--- src/hw/epm_pkg.sv ---
// Constants, field layouts and carrier types for the external PM inputs
package epm_pkg;

  // ********************************************************************
  // Timing
  // ********************************************************************
  localparam int CLK_HZ           = 50_000_000; // System clock rate
  localparam int DEBOUNCE_MS      = 5;          // Least stable time
  // Least time, rounded up to whole cycles
  localparam int DEBOUNCE_CYCLES  = (DEBOUNCE_MS * CLK_HZ + 999) / 1000;
  localparam int ANY_EDGE_HOLD_MS = 20;         // Source hold, any-edge mode

  // ********************************************************************
  // Structure
  // ********************************************************************
  localparam int NUM_INPUTS = 2;  // Inputs b and c
  localparam int ADDR_W     = 12; // AXI byte address width

  // ********************************************************************
  // Register indices; byte address is four times the index
  // ********************************************************************
  localparam logic [7:0] IDX_CTRL_B     = 8'hFD;
  localparam logic [7:0] IDX_CTRL_C     = 8'hFE;
  localparam logic [7:0] IDX_IRQ_STATUS = 8'hE0;
  localparam logic [7:0] IDX_IRQ_MASK   = 8'hE1;

  // ********************************************************************
  // Reset values and field positions
  // ********************************************************************
  localparam logic [7:0] CTRL_RESET      = 8'h00;
  localparam int         STAT_W          = 4;
  localparam int         STAT_EVENT_LSB  = 0; // One event bit per input
  localparam int         STAT_RELOAD_LSB = 2; // One reload bit per input
  localparam logic [3:0] STAT_RESET      = 4'h0;
  localparam logic [3:0] MASK_RESET      = 4'h0;

  // ********************************************************************
  // AXI responses
  // ********************************************************************
  localparam logic [1:0] RESP_OKAY   = 2'h0;
  localparam logic [1:0] RESP_SLVERR = 2'h2;

  // ********************************************************************
  // Types
  // ********************************************************************
  // Per-input control register layout, bit 7 first
  typedef struct packed {
    logic       event_en;    // Activity raises a power-saving event
    logic       reload_en;   // Activity reloads the wake-up timer unless event_en is set
    logic       pol_any;     // Any transition triggers
    logic       pol_rise;    // Rising edge when pol_any is clear
    logic       debounce_en; // Filter glitches
    logic [2:0] rsvd;        // Stored, software writes zero
  } epm_ctrl_t;

  // Per-input trigger outputs
  typedef struct packed {
    logic event_hit;  // Power-saving event pulse
    logic reload_hit; // Timer reload pulse
  } epm_hit_t;

endpackage

--- src/hw/epm_event_inputs.sv ---
// External power-management input pins with AXI4-Lite control registers
// Functional notes
// - Bit 7 set: activity raises power-saving event
// - Read bit 7 shows event caused here
// - Bit 6 set: activity reloads wake-up timer (here only while bit 7 is clear)
// - Polarity 00 triggers on falling edge
// - Polarity 01 triggers on rising edge
// - Polarity 1X triggers on any transition
// - Bit 3 set applies debounce filter
// - Second input has own identical register
//
// The implementer's own choice: the AXI4-Lite register port.
`timescale 1ns/1ns
`default_nettype none

module epm_event_inputs
  import epm_pkg::*;
#(
  parameter int DEB_CYCLES = epm_pkg::DEBOUNCE_CYCLES // Debounce length
) (
  // Clock, reset and enable
  input  wire logic                      aclk,
  input  wire logic                      aresetn,
  input  wire logic                      ce,
  // Write address channel
  input  wire logic                      s_axi_awvalid,
  output var  logic                      s_axi_awready,
  input  wire logic [epm_pkg::ADDR_W-1:0] s_axi_awaddr,
  // Write data channel
  input  wire logic                      s_axi_wvalid,
  output var  logic                      s_axi_wready,
  input  wire logic [31:0]               s_axi_wdata,
  input  wire logic [3:0]                s_axi_wstrb,
  // Write response channel
  output var  logic                      s_axi_bvalid,
  input  wire logic                      s_axi_bready,
  output var  logic [1:0]                s_axi_bresp,
  // Read address channel
  input  wire logic                      s_axi_arvalid,
  output var  logic                      s_axi_arready,
  input  wire logic [epm_pkg::ADDR_W-1:0] s_axi_araddr,
  // Read data channel
  output var  logic                      s_axi_rvalid,
  input  wire logic                      s_axi_rready,
  output var  logic [31:0]               s_axi_rdata,
  output var  logic [1:0]                s_axi_rresp,
  // External pins, active low
  input  wire logic                      ext_pm_input_b_n,
  input  wire logic                      ext_pm_input_c_n,
  // Power-management outputs
  output var  logic [1:0]                power_saving_event,
  output var  logic [1:0]                timer_reload,
  output var  logic                      irq
);
  import epm_pkg::*;

  // ********************************************************************
  // Declarations
  // ********************************************************************
  localparam int CNT_W = $clog2(DEB_CYCLES + 1); // Debounce counter width
  localparam logic [CNT_W-1:0] CNT_LAST = CNT_W'(DEB_CYCLES - 1);

  epm_ctrl_t                 ctrl [NUM_INPUTS];   // Control registers
  logic [NUM_INPUTS-1:0]     cause;               // Event-caused flags
  logic [STAT_W-1:0]         irq_status;          // Sticky events
  logic [STAT_W-1:0]         irq_mask;            // Interrupt enables
  epm_hit_t [NUM_INPUTS-1:0] hit;                 // Per-input triggers
  logic [NUM_INPUTS-1:0]     pin_raw;             // Pins as sampled

  logic                      aw_held;             // Write address latched
  logic                      w_held;              // Write data latched
  logic [7:0]                aw_idx;              // Latched write index
  logic [7:0]                w_byte;              // Latched write byte
  logic                      w_lane0;             // Low byte lane enabled
  logic                      wr_fire;             // Write performed now
  logic                      rd_fire;             // Read accepted now
  logic [7:0]                ar_idx;              // Index of the read
  logic [NUM_INPUTS-1:0]     ctrl_wr;             // Control reg written
  logic                      stat_rd;             // Status read-clear
  logic [31:0]               next_rdata;          // Read mux result
  logic                      next_rd_ok;          // Read hits a register
  logic                      next_wr_ok;          // Write hits a register

  assign pin_raw = {ext_pm_input_c_n, ext_pm_input_b_n};

  // ********************************************************************
  // Per-input synchroniser, debounce and edge qualification
  // ********************************************************************
  for (genvar i = 0; i < NUM_INPUTS; i++) begin : g_in
    logic             sync_a;  // First synchroniser stage
    logic             sync_b;  // Second synchroniser stage
    logic             filt;    // Debounced level
    logic [CNT_W-1:0] cnt;     // Stability counter
    logic             prev;    // Level seen last cycle
    logic             lvl;     // Level under qualification
    logic             fall;    // Falling edge
    logic             rise;    // Rising edge
    logic             trig;    // Qualified activity

    // Two flops; only sync_b is looked at by the logic below
    always_ff @(posedge aclk) begin
      if (!aresetn) begin
        sync_a <= 1'b1;
        sync_b <= 1'b1;
      end else if (ce) begin
        sync_a <= pin_raw[i];
        sync_b <= sync_a;
      end
    end

    // Filter follows the pin only after DEB_CYCLES of a steady new level.
    // With the filter off it tracks directly so enabling it adds no edge.
    always_ff @(posedge aclk) begin
      if (!aresetn) begin
        filt <= 1'b1;
        cnt  <= '0;
      end else if (ce) begin
        if (!ctrl[i].debounce_en || sync_b == filt) begin
          filt <= sync_b;
          cnt  <= '0;
        end else if (cnt == CNT_LAST) begin
          filt <= sync_b;
          cnt  <= '0;
        end else begin
          cnt <= cnt + CNT_W'(1);
        end
      end
    end

    // Choose raw or filtered level
    assign lvl  = ctrl[i].debounce_en ? filt : sync_b;
    assign fall = prev & ~lvl;
    assign rise = ~prev & lvl;

    // Edge selection; any-edge mode ignores the rise bit
    always_comb begin
      if (ctrl[i].pol_any) begin
        trig = fall | rise;
      end else if (ctrl[i].pol_rise) begin
        trig = rise;
      end else begin
        trig = fall;
      end
    end

    // Previous level for edge detection
    always_ff @(posedge aclk) begin
      if (!aresetn) begin
        prev <= 1'b1;
      end else if (ce) begin
        prev <= lvl;
      end
    end

    // Event wins if both bits are set; software must not do that
    assign hit[i].event_hit  = trig & ctrl[i].event_en;
    assign hit[i].reload_hit = trig & ctrl[i].reload_en
                               & ~ctrl[i].event_en;
  end

  // ********************************************************************
  // Trigger outputs, registered one-cycle pulses
  // ********************************************************************
  always_ff @(posedge aclk) begin
    if (!aresetn) begin
      power_saving_event <= '0;
      timer_reload       <= '0;
    end else if (ce) begin
      for (int k = 0; k < NUM_INPUTS; k++) begin
        power_saving_event[k] <= hit[k].event_hit;
        timer_reload[k]       <= hit[k].reload_hit;
      end
    end
  end

  // ********************************************************************
  // AXI write path
  // ********************************************************************
  // Address and data may come in either order; each is held until both
  // are here, then one write happens and the response is raised.
  assign wr_fire = aw_held && w_held && !s_axi_bvalid;

  // Write address channel
  always_ff @(posedge aclk) begin
    if (!aresetn) begin
      aw_held       <= 1'b0;
      aw_idx        <= 8'h00;
      s_axi_awready <= 1'b0;
    end else if (ce) begin
      if (s_axi_awvalid && s_axi_awready) begin
        aw_held <= 1'b1;
        aw_idx  <= s_axi_awaddr[9:2];
      end else if (wr_fire) begin
        aw_held <= 1'b0;
      end
      // Ready one cycle after valid while no address is held
      s_axi_awready <= s_axi_awvalid && !s_axi_awready && !aw_held;
    end
  end

  // Write data channel
  always_ff @(posedge aclk) begin
    if (!aresetn) begin
      w_held       <= 1'b0;
      w_byte       <= 8'h00;
      w_lane0      <= 1'b0;
      s_axi_wready <= 1'b0;
    end else if (ce) begin
      if (s_axi_wvalid && s_axi_wready) begin
        w_held  <= 1'b1;
        w_byte  <= s_axi_wdata[7:0];
        w_lane0 <= s_axi_wstrb[0];
      end else if (wr_fire) begin
        w_held <= 1'b0;
      end
      s_axi_wready <= s_axi_wvalid && !s_axi_wready && !w_held;
    end
  end

  // Address decode of the held write
  always_comb begin
    next_wr_ok = 1'b0;
    ctrl_wr    = '0;
    case (aw_idx)
      IDX_CTRL_B: begin
        next_wr_ok = 1'b1;
        ctrl_wr[0] = wr_fire && w_lane0;
      end
      IDX_CTRL_C: begin
        next_wr_ok = 1'b1;
        ctrl_wr[1] = wr_fire && w_lane0;
      end
      IDX_IRQ_STATUS: begin
        next_wr_ok = 1'b1; // Read-only, write ignored
      end
      IDX_IRQ_MASK: begin
        next_wr_ok = 1'b1;
      end
      default: begin
        next_wr_ok = 1'b0; // Unmapped, answered with SLVERR
      end
    endcase
  end

  // Write response
  always_ff @(posedge aclk) begin
    if (!aresetn) begin
      s_axi_bvalid <= 1'b0;
      s_axi_bresp  <= RESP_OKAY;
    end else if (ce) begin
      if (wr_fire) begin
        s_axi_bvalid <= 1'b1;
        s_axi_bresp  <= next_wr_ok ? RESP_OKAY : RESP_SLVERR;
      end else if (s_axi_bready) begin
        s_axi_bvalid <= 1'b0;
      end
    end
  end

  // ********************************************************************
  // Registers
  // ********************************************************************
  // Control registers; reserved bits are stored as written
  always_ff @(posedge aclk) begin
    if (!aresetn) begin
      for (int k = 0; k < NUM_INPUTS; k++) begin
        ctrl[k] <= epm_ctrl_t'(CTRL_RESET);
      end
    end else if (ce) begin
      for (int k = 0; k < NUM_INPUTS; k++) begin
        if (ctrl_wr[k]) begin
          ctrl[k] <= epm_ctrl_t'(w_byte);
        end
      end
    end
  end

  // Cause flags: set on an event, cleared by a write of the register.
  // A new event in the same cycle as the write still sets the flag.
  always_ff @(posedge aclk) begin
    if (!aresetn) begin
      cause <= '0;
    end else if (ce) begin
      for (int k = 0; k < NUM_INPUTS; k++) begin
        if (hit[k].event_hit) begin
          cause[k] <= 1'b1;
        end else if (ctrl_wr[k]) begin
          cause[k] <= 1'b0;
        end
      end
    end
  end

  // Interrupt mask
  always_ff @(posedge aclk) begin
    if (!aresetn) begin
      irq_mask <= MASK_RESET;
    end else if (ce && wr_fire && w_lane0 && aw_idx == IDX_IRQ_MASK) begin
      irq_mask <= w_byte[STAT_W-1:0];
    end
  end

  // Sticky status; a read clears it, but a set in that cycle wins
  assign stat_rd = rd_fire && ar_idx == IDX_IRQ_STATUS;
  always_ff @(posedge aclk) begin
    if (!aresetn) begin
      irq_status <= STAT_RESET;
    end else if (ce) begin
      for (int k = 0; k < NUM_INPUTS; k++) begin
        if (hit[k].event_hit) begin
          irq_status[STAT_EVENT_LSB + k] <= 1'b1;
        end else if (stat_rd) begin
          irq_status[STAT_EVENT_LSB + k] <= 1'b0;
        end
        if (hit[k].reload_hit) begin
          irq_status[STAT_RELOAD_LSB + k] <= 1'b1;
        end else if (stat_rd) begin
          irq_status[STAT_RELOAD_LSB + k] <= 1'b0;
        end
      end
    end
  end

  // Level interrupt from unmasked status
  always_ff @(posedge aclk) begin
    if (!aresetn) begin
      irq <= 1'b0;
    end else if (ce) begin
      irq <= |(irq_status & irq_mask);
    end
  end

  // ********************************************************************
  // AXI read path
  // ********************************************************************
  // Address is taken only while no read data is pending
  assign rd_fire = s_axi_arvalid && s_axi_arready;
  assign ar_idx  = s_axi_araddr[9:2];

  // Read mux; bit 7 of a control register reports the cause flag
  always_comb begin
    next_rdata = 32'h0000_0000;
    next_rd_ok = 1'b1;
    case (ar_idx)
      IDX_CTRL_B: begin
        next_rdata[7:0] = {cause[0], ctrl[0][6:0]};
      end
      IDX_CTRL_C: begin
        next_rdata[7:0] = {cause[1], ctrl[1][6:0]};
      end
      IDX_IRQ_STATUS: begin
        next_rdata[STAT_W-1:0] = irq_status;
      end
      IDX_IRQ_MASK: begin
        next_rdata[STAT_W-1:0] = irq_mask;
      end
      default: begin
        next_rd_ok = 1'b0;
      end
    endcase
  end

  // Read address ready and data
  always_ff @(posedge aclk) begin
    if (!aresetn) begin
      s_axi_arready <= 1'b0;
      s_axi_rvalid  <= 1'b0;
      s_axi_rdata   <= 32'h0000_0000;
      s_axi_rresp   <= RESP_OKAY;
    end else if (ce) begin
      s_axi_arready <= s_axi_arvalid && !s_axi_arready && !s_axi_rvalid;
      if (rd_fire) begin
        s_axi_rvalid <= 1'b1;
        s_axi_rdata  <= next_rdata;
        s_axi_rresp  <= next_rd_ok ? RESP_OKAY : RESP_SLVERR;
      end else if (s_axi_rready) begin
        s_axi_rvalid <= 1'b0;
      end
    end
  end

endmodule

`default_nettype wire

--- config.mk ---
export PLATFORM = sky130hd
export DESIGN_NAME = epm_event_inputs
export DESIGN_NICKNAME = d
export VERILOG_FILES = /design/src/hw/epm_pkg.sv /design/src/hw/epm_event_inputs.sv
export SDC_FILE = /design/constraint.sdc
export NUM_CORES = 1
export LEC_CHECK = 0
export BUFFER_PORTS_ARGS = -buffer_cell sky130_fd_sc_hd__buf_2
export CAP_MARGIN = 20
export CORE_UTILIZATION = 40
export DETAILED_ROUTE_END_ITERATION = 10
export SLEW_MARGIN = 20
export SYNTH_ARGS = -nofsm -noshare
export SYNTH_HDL_FRONTEND = slang
export SYNTH_SLANG_ARGS = --single-unit
--- constraint.sdc ---
create_clock -name aclk -period 2.5 [get_ports aclk]
set_input_delay 0.125 -clock aclk [delete_from_list [all_inputs] [get_ports aclk]]
set_output_delay 0.125 -clock aclk [all_outputs]
set_load 0.02 [all_outputs]
Word-level counts from Yosys, hierarchy flattened
Memories as Yosys holds them, arrays and structs flattened.
Index checks and enable logic that the tools add are counted.
{"block": "totals", "regBits": 95, "ramBits": 16, "in_bits": 70, "mem_count": 1}
{"name": "ctrl", "depth": 2, "width": 8, "rd": 2, "rd_clocked_by_memory_dff": 0, "write_ports": 2, "line": "epm_event_inputs.sv:63", "rtl": "epm_ctrl_t ctrl [NUM_INPUTS];"}
{"block": "classes", "add_sub_neg": 2, "n_eq_ne": 12, "muxes": 49, "n_bitwise": 21, "n_reduce_logical": 58}
{"operator": "$mux W18", "count": 4}
{"operator": "$eq A8 B8 Y1 const B", "count": 8}
{"operator": "$mux W1", "count": 39}
{"operator": "$add A18 B1 Y18 const B", "count": 2}
{"operator": "$eq A18 B18 Y1 const B", "count": 2}
{"operator": "$reduce_and A2 Y1", "count": 16}
{"operator": "$reduce_bool A2 Y1", "count": 12}
{"operator": "$logic_and A1 B1 Y1", "count": 16}
{"operator": "$mux W8", "count": 2}
{"operator": "$pmux W4 S4", "count": 1}
{"operator": "$reduce_or A4 Y1", "count": 3}
{"operator": "$and A1 B1 Y1", "count": 10}
{"operator": "$logic_not A1 Y1", "count": 9}
{"operator": "$pmux W4 S2", "count": 1}
{"operator": "$not A1 Y1", "count": 6}
{"operator": "$and A4 B4 Y4", "count": 1}
{"operator": "$mux W2", "count": 2}
{"operator": "$or A1 B1 Y1", "count": 4}
{"operator": "$eq A1 B1 Y1", "count": 2}
{"operator": "$logic_or A1 B1 Y1", "count": 2}

Depth between registers and ports, before layout
Gate-level depths: netlist of run 1.
An unclocked memory read counts as a cell.
{"block": "depth", "ltp_word": 10, "depth_mapped": 7, "mapped_depth_nobuf": 7}

Least setup slack after synthesis of run 1
No wires, ideal clock.
{"block": "synth_timing", "path_kind": "reg-to-reg", "start": "reg s_axi_bvalid", "end": "mem ctrl[0][0] (netlist name) (enable)", "setup_time_ns": 0.386, "arrival_time_ns": 1.765, "setup_slack_ns": 0.349, "path_stages_with_launch": 4, "n_path_buf": 0, "synth_period_minus_slack_ns": 2.151, "cell_sequence": "dfxtp_1 -> nand4b_1 -> or3_1 -> o21ai_0"}
{"element": "start: declaration", "line": "epm_event_inputs.sv:35", "rtl": "output var logic s_axi_bvalid,"}
{"element": "start signal: assignment", "line": "epm_event_inputs.sv:248", "rtl": "s_axi_bvalid <= 1'b0;"}
{"element": "start signal: assignment", "line": "epm_event_inputs.sv:252", "rtl": "s_axi_bvalid <= 1'b1;"}
{"element": "start signal: assignment", "line": "epm_event_inputs.sv:255", "rtl": "s_axi_bvalid <= 1'b0;"}
{"element": "end: declaration", "line": "epm_event_inputs.sv:63"}

==> results.sh, run 1 <==
export IMPL_first_global_vias=3505
export IMPL_rrSetupSlack_ns=0.52
export IMPL_worstMarginPinSlew_ns=0.661
export IMPL_leakage_nw=2.10
export IMPL_finalCritPeriodShare_pct=79.2
export IMPL_antenna_cells=0
export IMPL_core_area_um2=11600
export IMPL_required_ns=2.78
export IMPL_end_kind="flop"
export IMPL_setup_violations=0
export IMPL_route_vias_total=3785
export IMPL_drc=4
export IMPL_run_status="complete, but fails checks"
export IMPL_r2r_start="ctrl[0][3]$_DFFE_PP_"
export IMPL_cts_tree="done"
export IMPL_fmax_ghz=0.505
export IMPL_crit_end="timer_reload[0]$_SDFFE_PN0P_"
export IMPL_ys_types=56
export IMPL_cap_violations=0
export IMPL_clk_pin_slew_ns=0.08
export IMPL_cts_sinks=109
export IMPL_finish_net_count=671
export IMPL_synth_top_cell_area_share_pct=38.4
export IMPL_antenna_found_initial=0
export IMPL_yosysSeqAreaShare_pct=48.3
export IMPL_rr_worst_depth=7
export IMPL_ios=116
export IMPL_synth_ff_type="dfxtp_1"
export IMPL_rsz0062_at_grt="no"
export IMPL_ys_warn_count=0
export IMPL_die_w_um=112
export IMPL_finalMaxSlewViolations=0
export IMPL_clk_latency_ns=0.35
export IMPL_fin_worst_skew_ns=0.00943
export IMPL_violations="design-rule violations"
export IMPL_cts_buffer_depth=2
export IMPL_gp_congestion=0.772
export IMPL_power_density_nw_per_um2=637
export IMPL_design_die_area_um2=12600
export IMPL_wl_per_cell_um=13.4
export IMPL_initial_utilization_pct=41.8
export IMPL_grt_overflow=0
export IMPL_synth_top_cells_by_area="dfxtp_1, edfxtp_1, nand2_1"
export IMPL_ant_nets=0
export IMPL_tns_ns=0
export IMPL_max_slew_margin_rel_pct=55.6
export IMPL_synth_avg_cell_area_um2=9.10
export IMPL_synth_seq_cells=109
export IMPL_synth_area_um2=4850
export IMPL_drt_total_wl_um=9940
export IMPL_hold_path_class="in -> reg"
export IMPL_h_tree_depth=3
export IMPL_dr_pass1_iters=10
export IMPL_cp_arrival_ns=2.26
export IMPL_synth_enable_flop_cells=16
export IMPL_grtUsageTotal_pct=16.5
export IMPL_synth_top_area_cell="dfxtp_1"
export IMPL_timing_hold_violations_final=0
export IMPL_die_h_um=112
export IMPL_netlist_instances=533
export IMPL_cts_root_buf="clkbuf_16"
export IMPL_grt_max_degree=40
export IMPL_finalCriticalPeriod_ns=1.98
export IMPL_dp_hpwl_um=7020
export IMPL_rows=39
export IMPL_drive_gt1_share_pct=14.7
export IMPL_irDropWorstVdd_v=0.000393
export IMPL_r2r_end="timer_reload[0]$_SDFFE_PN0P_"
export IMPL_cts_buffers=9
export IMPL_startpoint="ctrl[0][3]$_DFFE_PP_"
export IMPL_drtIter0Drc=244
export IMPL_path_max_fanout=3
export IMPL_area_growth_synth_to_final_pct=14.7
export IMPL_via_per_inst=5.09
export IMPL_cp_start_kind="flop"
export IMPL_io_buffers=54
export IMPL_synthArstFlopShare_pct=0
export IMPL_path_class="reg -> reg"
export IMPL_timing_hold_ws_ns=0.00490
export IMPL_grt_pass1_wl_um=16500
[cell usage after synthesis (all sizes together), types with 9 or more instances]
master,instances
a21oi,33
a22oi,10
and2,11
and3,9
buf,33
clkbuf,11
dfxtp,93
edfxtp,16
inv,18
mux2i,15
nand2,74
nand3,18
nand4,12
nor2,54
o21ai,19
xnor2,14
xor2,18
[through the flow]
stage	cells	utilization, %	total power [mW]	instance area, um^2	setup WS, ns
floorplan	558	-	2.04	4940	0.349
global placement	721	44.7	2.08	5190	0.551
detailed placement	721	44.7	2.08	5190	0.508
CTS	741	47.7	3.58	5550	0.501
global route	743	47.9	3.69	5570	0.340
finish	743	47.9	3.55	5570	0.520
[where the power goes]
group	internal (mW)	total [mW]	switching, mW	leakage (nW)
Combinational	0.0757	0.221	0.145	1.03
Sequential	1.81	1.83	0.0227	0.914
Clock	0.804	1.50	0.693	0.152
Total	2.68	3.55	0.861	2.10
[cell usage in the layout (no fill, tap or decap), drive strengths merged, types with 2 or more instances in the layout]
cell	synthesis	layout
dfxtp	93	93
nand2	74	74
buf	33	64
nor2	54	54
a21oi	33	33
conb	1	26
inv	18	22
o21ai	19	19
nand3	18	18
xor2	18	18
edfxtp	16	16
mux2i	15	15
xnor2	14	14
nand4	12	12
and2	11	11
a22oi	10	10
and3	9	9
clkbuf	11	9
ha	6	6
dlygate4sd3	0	6
nor3	6	6
nor4b	6	6
nor4	5	5
nand2b	4	4
nand4b	4	4
nor3b	4	4
a32o	4	4
nor2b	3	3
a2bb2oi	3	3
o21a	3	3
a211oi	3	3
or3	2	2
or4	2	2
a31oi	2	2
nand3b	2	2
a21boi	2	2
clkinv	1	2
[registers in the layout, summed over array words and instances, names as in the netlist, 2 cells and up]
signal,flops
g_in.cnt,36
ctrl,16
aw_idx,8
s_axi_rdata,8
w_byte,8
irq_mask,4
irq_status,4
cause,2
g_in.filt,2
g_in.prev,2
g_in.sync_a,2
g_in.sync_b,2
power_saving_event,2
timer_reload,2
[critical path, stage by stage (launching register included)]
cell,delay [ns]
edfxtp_1,0.43
mux2i_1,0.25
ha_1,0.18
nor2b_1,0.13
a211oi_1,0.06
a21oi_1,0.22
or3b_2,0.47
a21oi_1,0.16
[final cells by class]
cell class                 instances  area [um^2]
clock inverter                     7         91.3
clock buffer                       9          225
tap                              143          179
sequential                       109         2340
timing repair buffer              70          405
fill                            1099         6050
multi-input combinational        386         2250
inverter                          19         71.3
[repair_timing]
action | 4_1_cts | 5_1_grt
buffers inserted | 0 | 0
endpoints found under the hold margin | 4 | 2
endpoints found under the setup margin | 0 | 0
hold buffers | 4 | 2
resized for setup | 0 | 0
[worst min-delay path by stage]
stage,endpoint,from,cells past startpoint,slack [ns]
2_1_floorplan,g_in[1].sync_a$_SDFFE_PN1P_,ext_pm_input_c_n,2,0.25
3_3_place_gp,g_in[1].sync_a$_SDFFE_PN1P_,ext_pm_input_c_n,3,0.37
3_5_place_dp,w_byte[7]$_SDFFE_PN0P_,s_axi_wdata[7],3,0.37
4_1_cts,aw_idx[7]$_SDFFE_PN0P_,s_axi_awaddr[9],3,0.0007
5_1_grt,g_in[1].sync_a$_SDFFE_PN1P_,ext_pm_input_c_n,3,0.007
6_report,w_byte[1]$_SDFFE_PN0P_,s_axi_wdata[1],3,0.005
[kinds of logic after synthesis]
family	share of synthesized area, %
mux	3.10
compound gates	11.1
other cells	0.0773
xor+xnor	5.78
buf+inv	7.25
flops	48.3
simple gates	22.9
fa+ha+maj	1.55
[layer usage]
layer	GRT usage [%]	part of all wire [%]	vias to the layer above
met5	0	0	-
met2	27.0	46	84
li1	-	-	1916
met3	4.91	4.6	7
met1	21.3	48	1778
met4	4.44	1.1	0
(Power assumes the default switching activity.)
==> run 2: changes to the inputs <==
Settings changed: ABC_AREA from default to 1.
Clock period 2.5 ns to 1.92 ns, I/O delays scaled along.
==> run 2 against run 1 <==
The flow now finishes without violations. Hold slack improved by 0.0032 ns. First-iteration DRC count decreased by 36%. Maximum frequency increased by 13%. Critical path depth increased by 1. Count of clock-buffer cells in the layout unchanged. Critical path type unchanged. Wire length increased by 6.0%. Clock skew increased by 0.0076 ns. Via count increased by 10%. Core utilization decreased by 0.76 points. Sequential share of layout area decreased by 1.2 points.
==> results.sh, run 2 <==
export IMPL_run_status="finished, final reports clean"
export IMPL_design_die_area_um2=13100
export IMPL_path_class="reg -> reg"
export IMPL_via_per_inst=4.69
export IMPL_dp_hpwl_um=7930
export IMPL_rows=40
export IMPL_power_frac_clock_pct=40.8
export IMPL_internal_power_mw=3.38
export IMPL_leakage_nw=2.41
export IMPL_switching_share_pct=25.8
export IMPL_cts_resized=0
export IMPL_dp_cells=872
export IMPL_ys_warn_count=0
export IMPL_synth_most_common_cell="nand2_1"
export IMPL_max_slew_margin_rel_pct=60.5
export IMPL_die_h_um=115
export IMPL_dr_pass1_iters=4
export IMPL_irDropWorstVdd_v=0.000707
export IMPL_timing_hold_ws_ns=0.00809
export IMPL_final_common_cell="nand2_1"
export IMPL_timing_hold_violations_final=0
export IMPL_cts_setup_buffers=0
export IMPL_synth_area_um2=5060
export IMPL_reg_top3="g_in.cnt (36), ctrl (16)"
export IMPL_hold_path_class="in -> reg"
export IMPL_gp_congestion=0.810
export IMPL_cts_buffer_depth=2
export IMPL_cts_sinks=109
export IMPL_route_vias_total=4165
export IMPL_finalCriticalPeriod_ns=1.76
export IMPL_antenna_cells=0
export IMPL_cts_buffers=9
export IMPL_clk_latency_ns=0.36
export IMPL_grtUsageTotal_pct=17.0
export IMPL_grt_max_degree=28
export IMPL_cts_root_buf="clkbuf_16"
export IMPL_final_cell_mix="nand2_1, dfxtp_1, nor2_1"
export IMPL_cap_violations=0
export IMPL_drt_total_wl_um=10500
export IMPL_wl_per_cell_um=11.9
export IMPL_setup_violations=0
export IMPL_drtIter0Drc=157
export IMPL_finish_net_count=791
export IMPL_r2r_start="ctrl[0][11]$_DFFE_PP_"
export IMPL_largest_reg_flops=36
export IMPL_power_frac_comb_pct=6.6
export IMPL_yosysSeqAreaShare_pct=46.3
export IMPL_worstMarginPinSlew_ns=0.592
export IMPL_path_max_fanout=4
export IMPL_ios=116
export IMPL_synth_seq_cells=109
export IMPL_die_w_um=115
export IMPL_cts_tree="done"
export IMPL_tns_ns=0
export IMPL_ant_nets=0
export IMPL_seqPwrFrac_pct=52.6
export IMPL_synth_top_cell_area_share_pct=36.8
export IMPL_netlist_instances=659
export IMPL_grt_pass1_wl_um=17300
export IMPL_finalCritPeriodShare_pct=91.4
export IMPL_end_kind="flop"
export IMPL_first_global_vias=3742
export IMPL_fmax_ghz=0.570
export IMPL_p_switching_mw=1.18
export IMPL_cp_start_kind="flop"
export IMPL_startpoint="ctrl[0][11]$_DFFE_PP_"
export IMPL_clk_pin_slew_ns=0.08
export IMPL_regMostFlops="g_in.cnt"
export IMPL_grt_overflow=0
export IMPL_min_from="ext_pm_input_c_n"
export IMPL_h_tree_depth=3
export IMPL_ys_types=33
export IMPL_synth_avg_cell_area_um2=7.68
export IMPL_fin_worst_skew_ns=0.0170
export IMPL_required_ns=2.22
export IMPL_synth_ff_type="dfxtp_1"
export IMPL_synth_enable_flop_cells=16
export IMPL_area_growth_synth_to_final_pct=13.3
export IMPL_synthArstFlopShare_pct=0
export IMPL_finalMaxSlewViolations=0
export IMPL_hold_buffers=0
export IMPL_synth_top_area_cell="dfxtp_1"
export IMPL_synth_top_cells_by_area="dfxtp_1, edfxtp_1, nand2_1"
export IMPL_drc=0
export IMPL_initial_utilization_pct=41.6
export IMPL_power_density_nw_per_um2=794
export IMPL_io_buffers=54
export IMPL_antenna_found_initial=0
export IMPL_drive_gt1_share_pct=13.1
export IMPL_cp_arrival_ns=2.06
export IMPL_synth_common_cells="nand2_1, dfxtp_1, nor2_1"
export IMPL_rsz0062_at_grt="no"
export IMPL_final_cells=888
export IMPL_core_area_um2=12200
## run 2: cell types whose count changed in the layout (fill, tap and decap cells not counted), moves of 6 or more
cell	change
nand2_1	+50
o21ai_0	+26
a22oi_1	-8
nand2_2	+6
and3_1	-9
and2_1	-11
nand3_1	+39
inv_1	+54
mux2i_1	-15
dlygate4sd3_1	-6
nor2_1	+32
## run 2: routing by layer
metal	wire length, um	up-vias	global-route usage (%)
li1	-	2194	-
met1	5080	1889	21.8
met2	4970	78	28.0
met3	400	4	4.71
met4	89	0	4.50
met5	0	-	0
## run 2: cell families (layout without fill, tap and decap cells)
kind of cell             Yosys count  after routing  share of synthesized area [%]
XOR/XNOR                          25             25                           4.32
flip-flops                       109            109                           46.3
AND/OR/NAND/NOR                  308            308                           26.8
buffers and inverters            114            150                           10.8
adder cells (fa/ha/maj)            6              6                           1.48
other                              1             26                         0.0741
AO/OA/AOI/OAI                     96             96                           10.3
## run 2: final cells by class
| cell class | instances | area (um^2) |
|---|---|---|
| well taps | 168 | 210 |
| clock buffers | 9 | 225 |
| inverters | 72 | 270 |
| flip-flops and latches | 109 | 2340 |
| fillers | 1223 | 6430 |
| repair buffers | 62 | 343 |
| multi-input cells | 461 | 2270 |
| clock inverters | 7 | 77.6 |
## run 2: worst paths after layout
check | depth (start not counted) | to | slack [ns]
max | 8 | power_saving_event[1]$_SDFFE_PN0P_ | 0.16
min | 3 | g_in[1].sync_a$_SDFFE_PN1P_ | 0.008
max reg2reg | 8 | power_saving_event[1]$_SDFFE_PN0P_ | 0.16
min reg2reg | 2 | aw_idx[6]$_SDFFE_PN0P_ | 0.46
## run 2: worst max-delay path, stage by stage (launching register included)
cell      delay [ns]
edfxtp_1        0.46
o21ai_0         0.36
inv_1           0.09
ha_1            0.30
nand2_1         0.06
nand2_1         0.05
inv_1           0.06
nand4_1         0.19
nand2_1         0.12
## run 2: stage by stage
step	setup slack, ns	area (um^2)	utilization (%)	total power [mW]
floorplan	0.0423	5160	-	2.69
global placement	0.247	5430	44.7	2.74
detailed placement	0.189	5430	44.7	2.75
CTS	0.164	5740	47.2	4.61
global route	0.0146	5740	47.2	4.74
finish	0.164	5740	47.2	4.55
## run 2: power by group through the flow
stage	combinational (mW)	sequential (mW)	clock, mW
finish	0.301	2.39	1.86
global route	0.342	2.40	2.00
CTS	0.304	2.39	1.91
detailed placement	0.303	2.45	0
global placement	0.295	2.45	0
floorplan	0.237	2.45	0
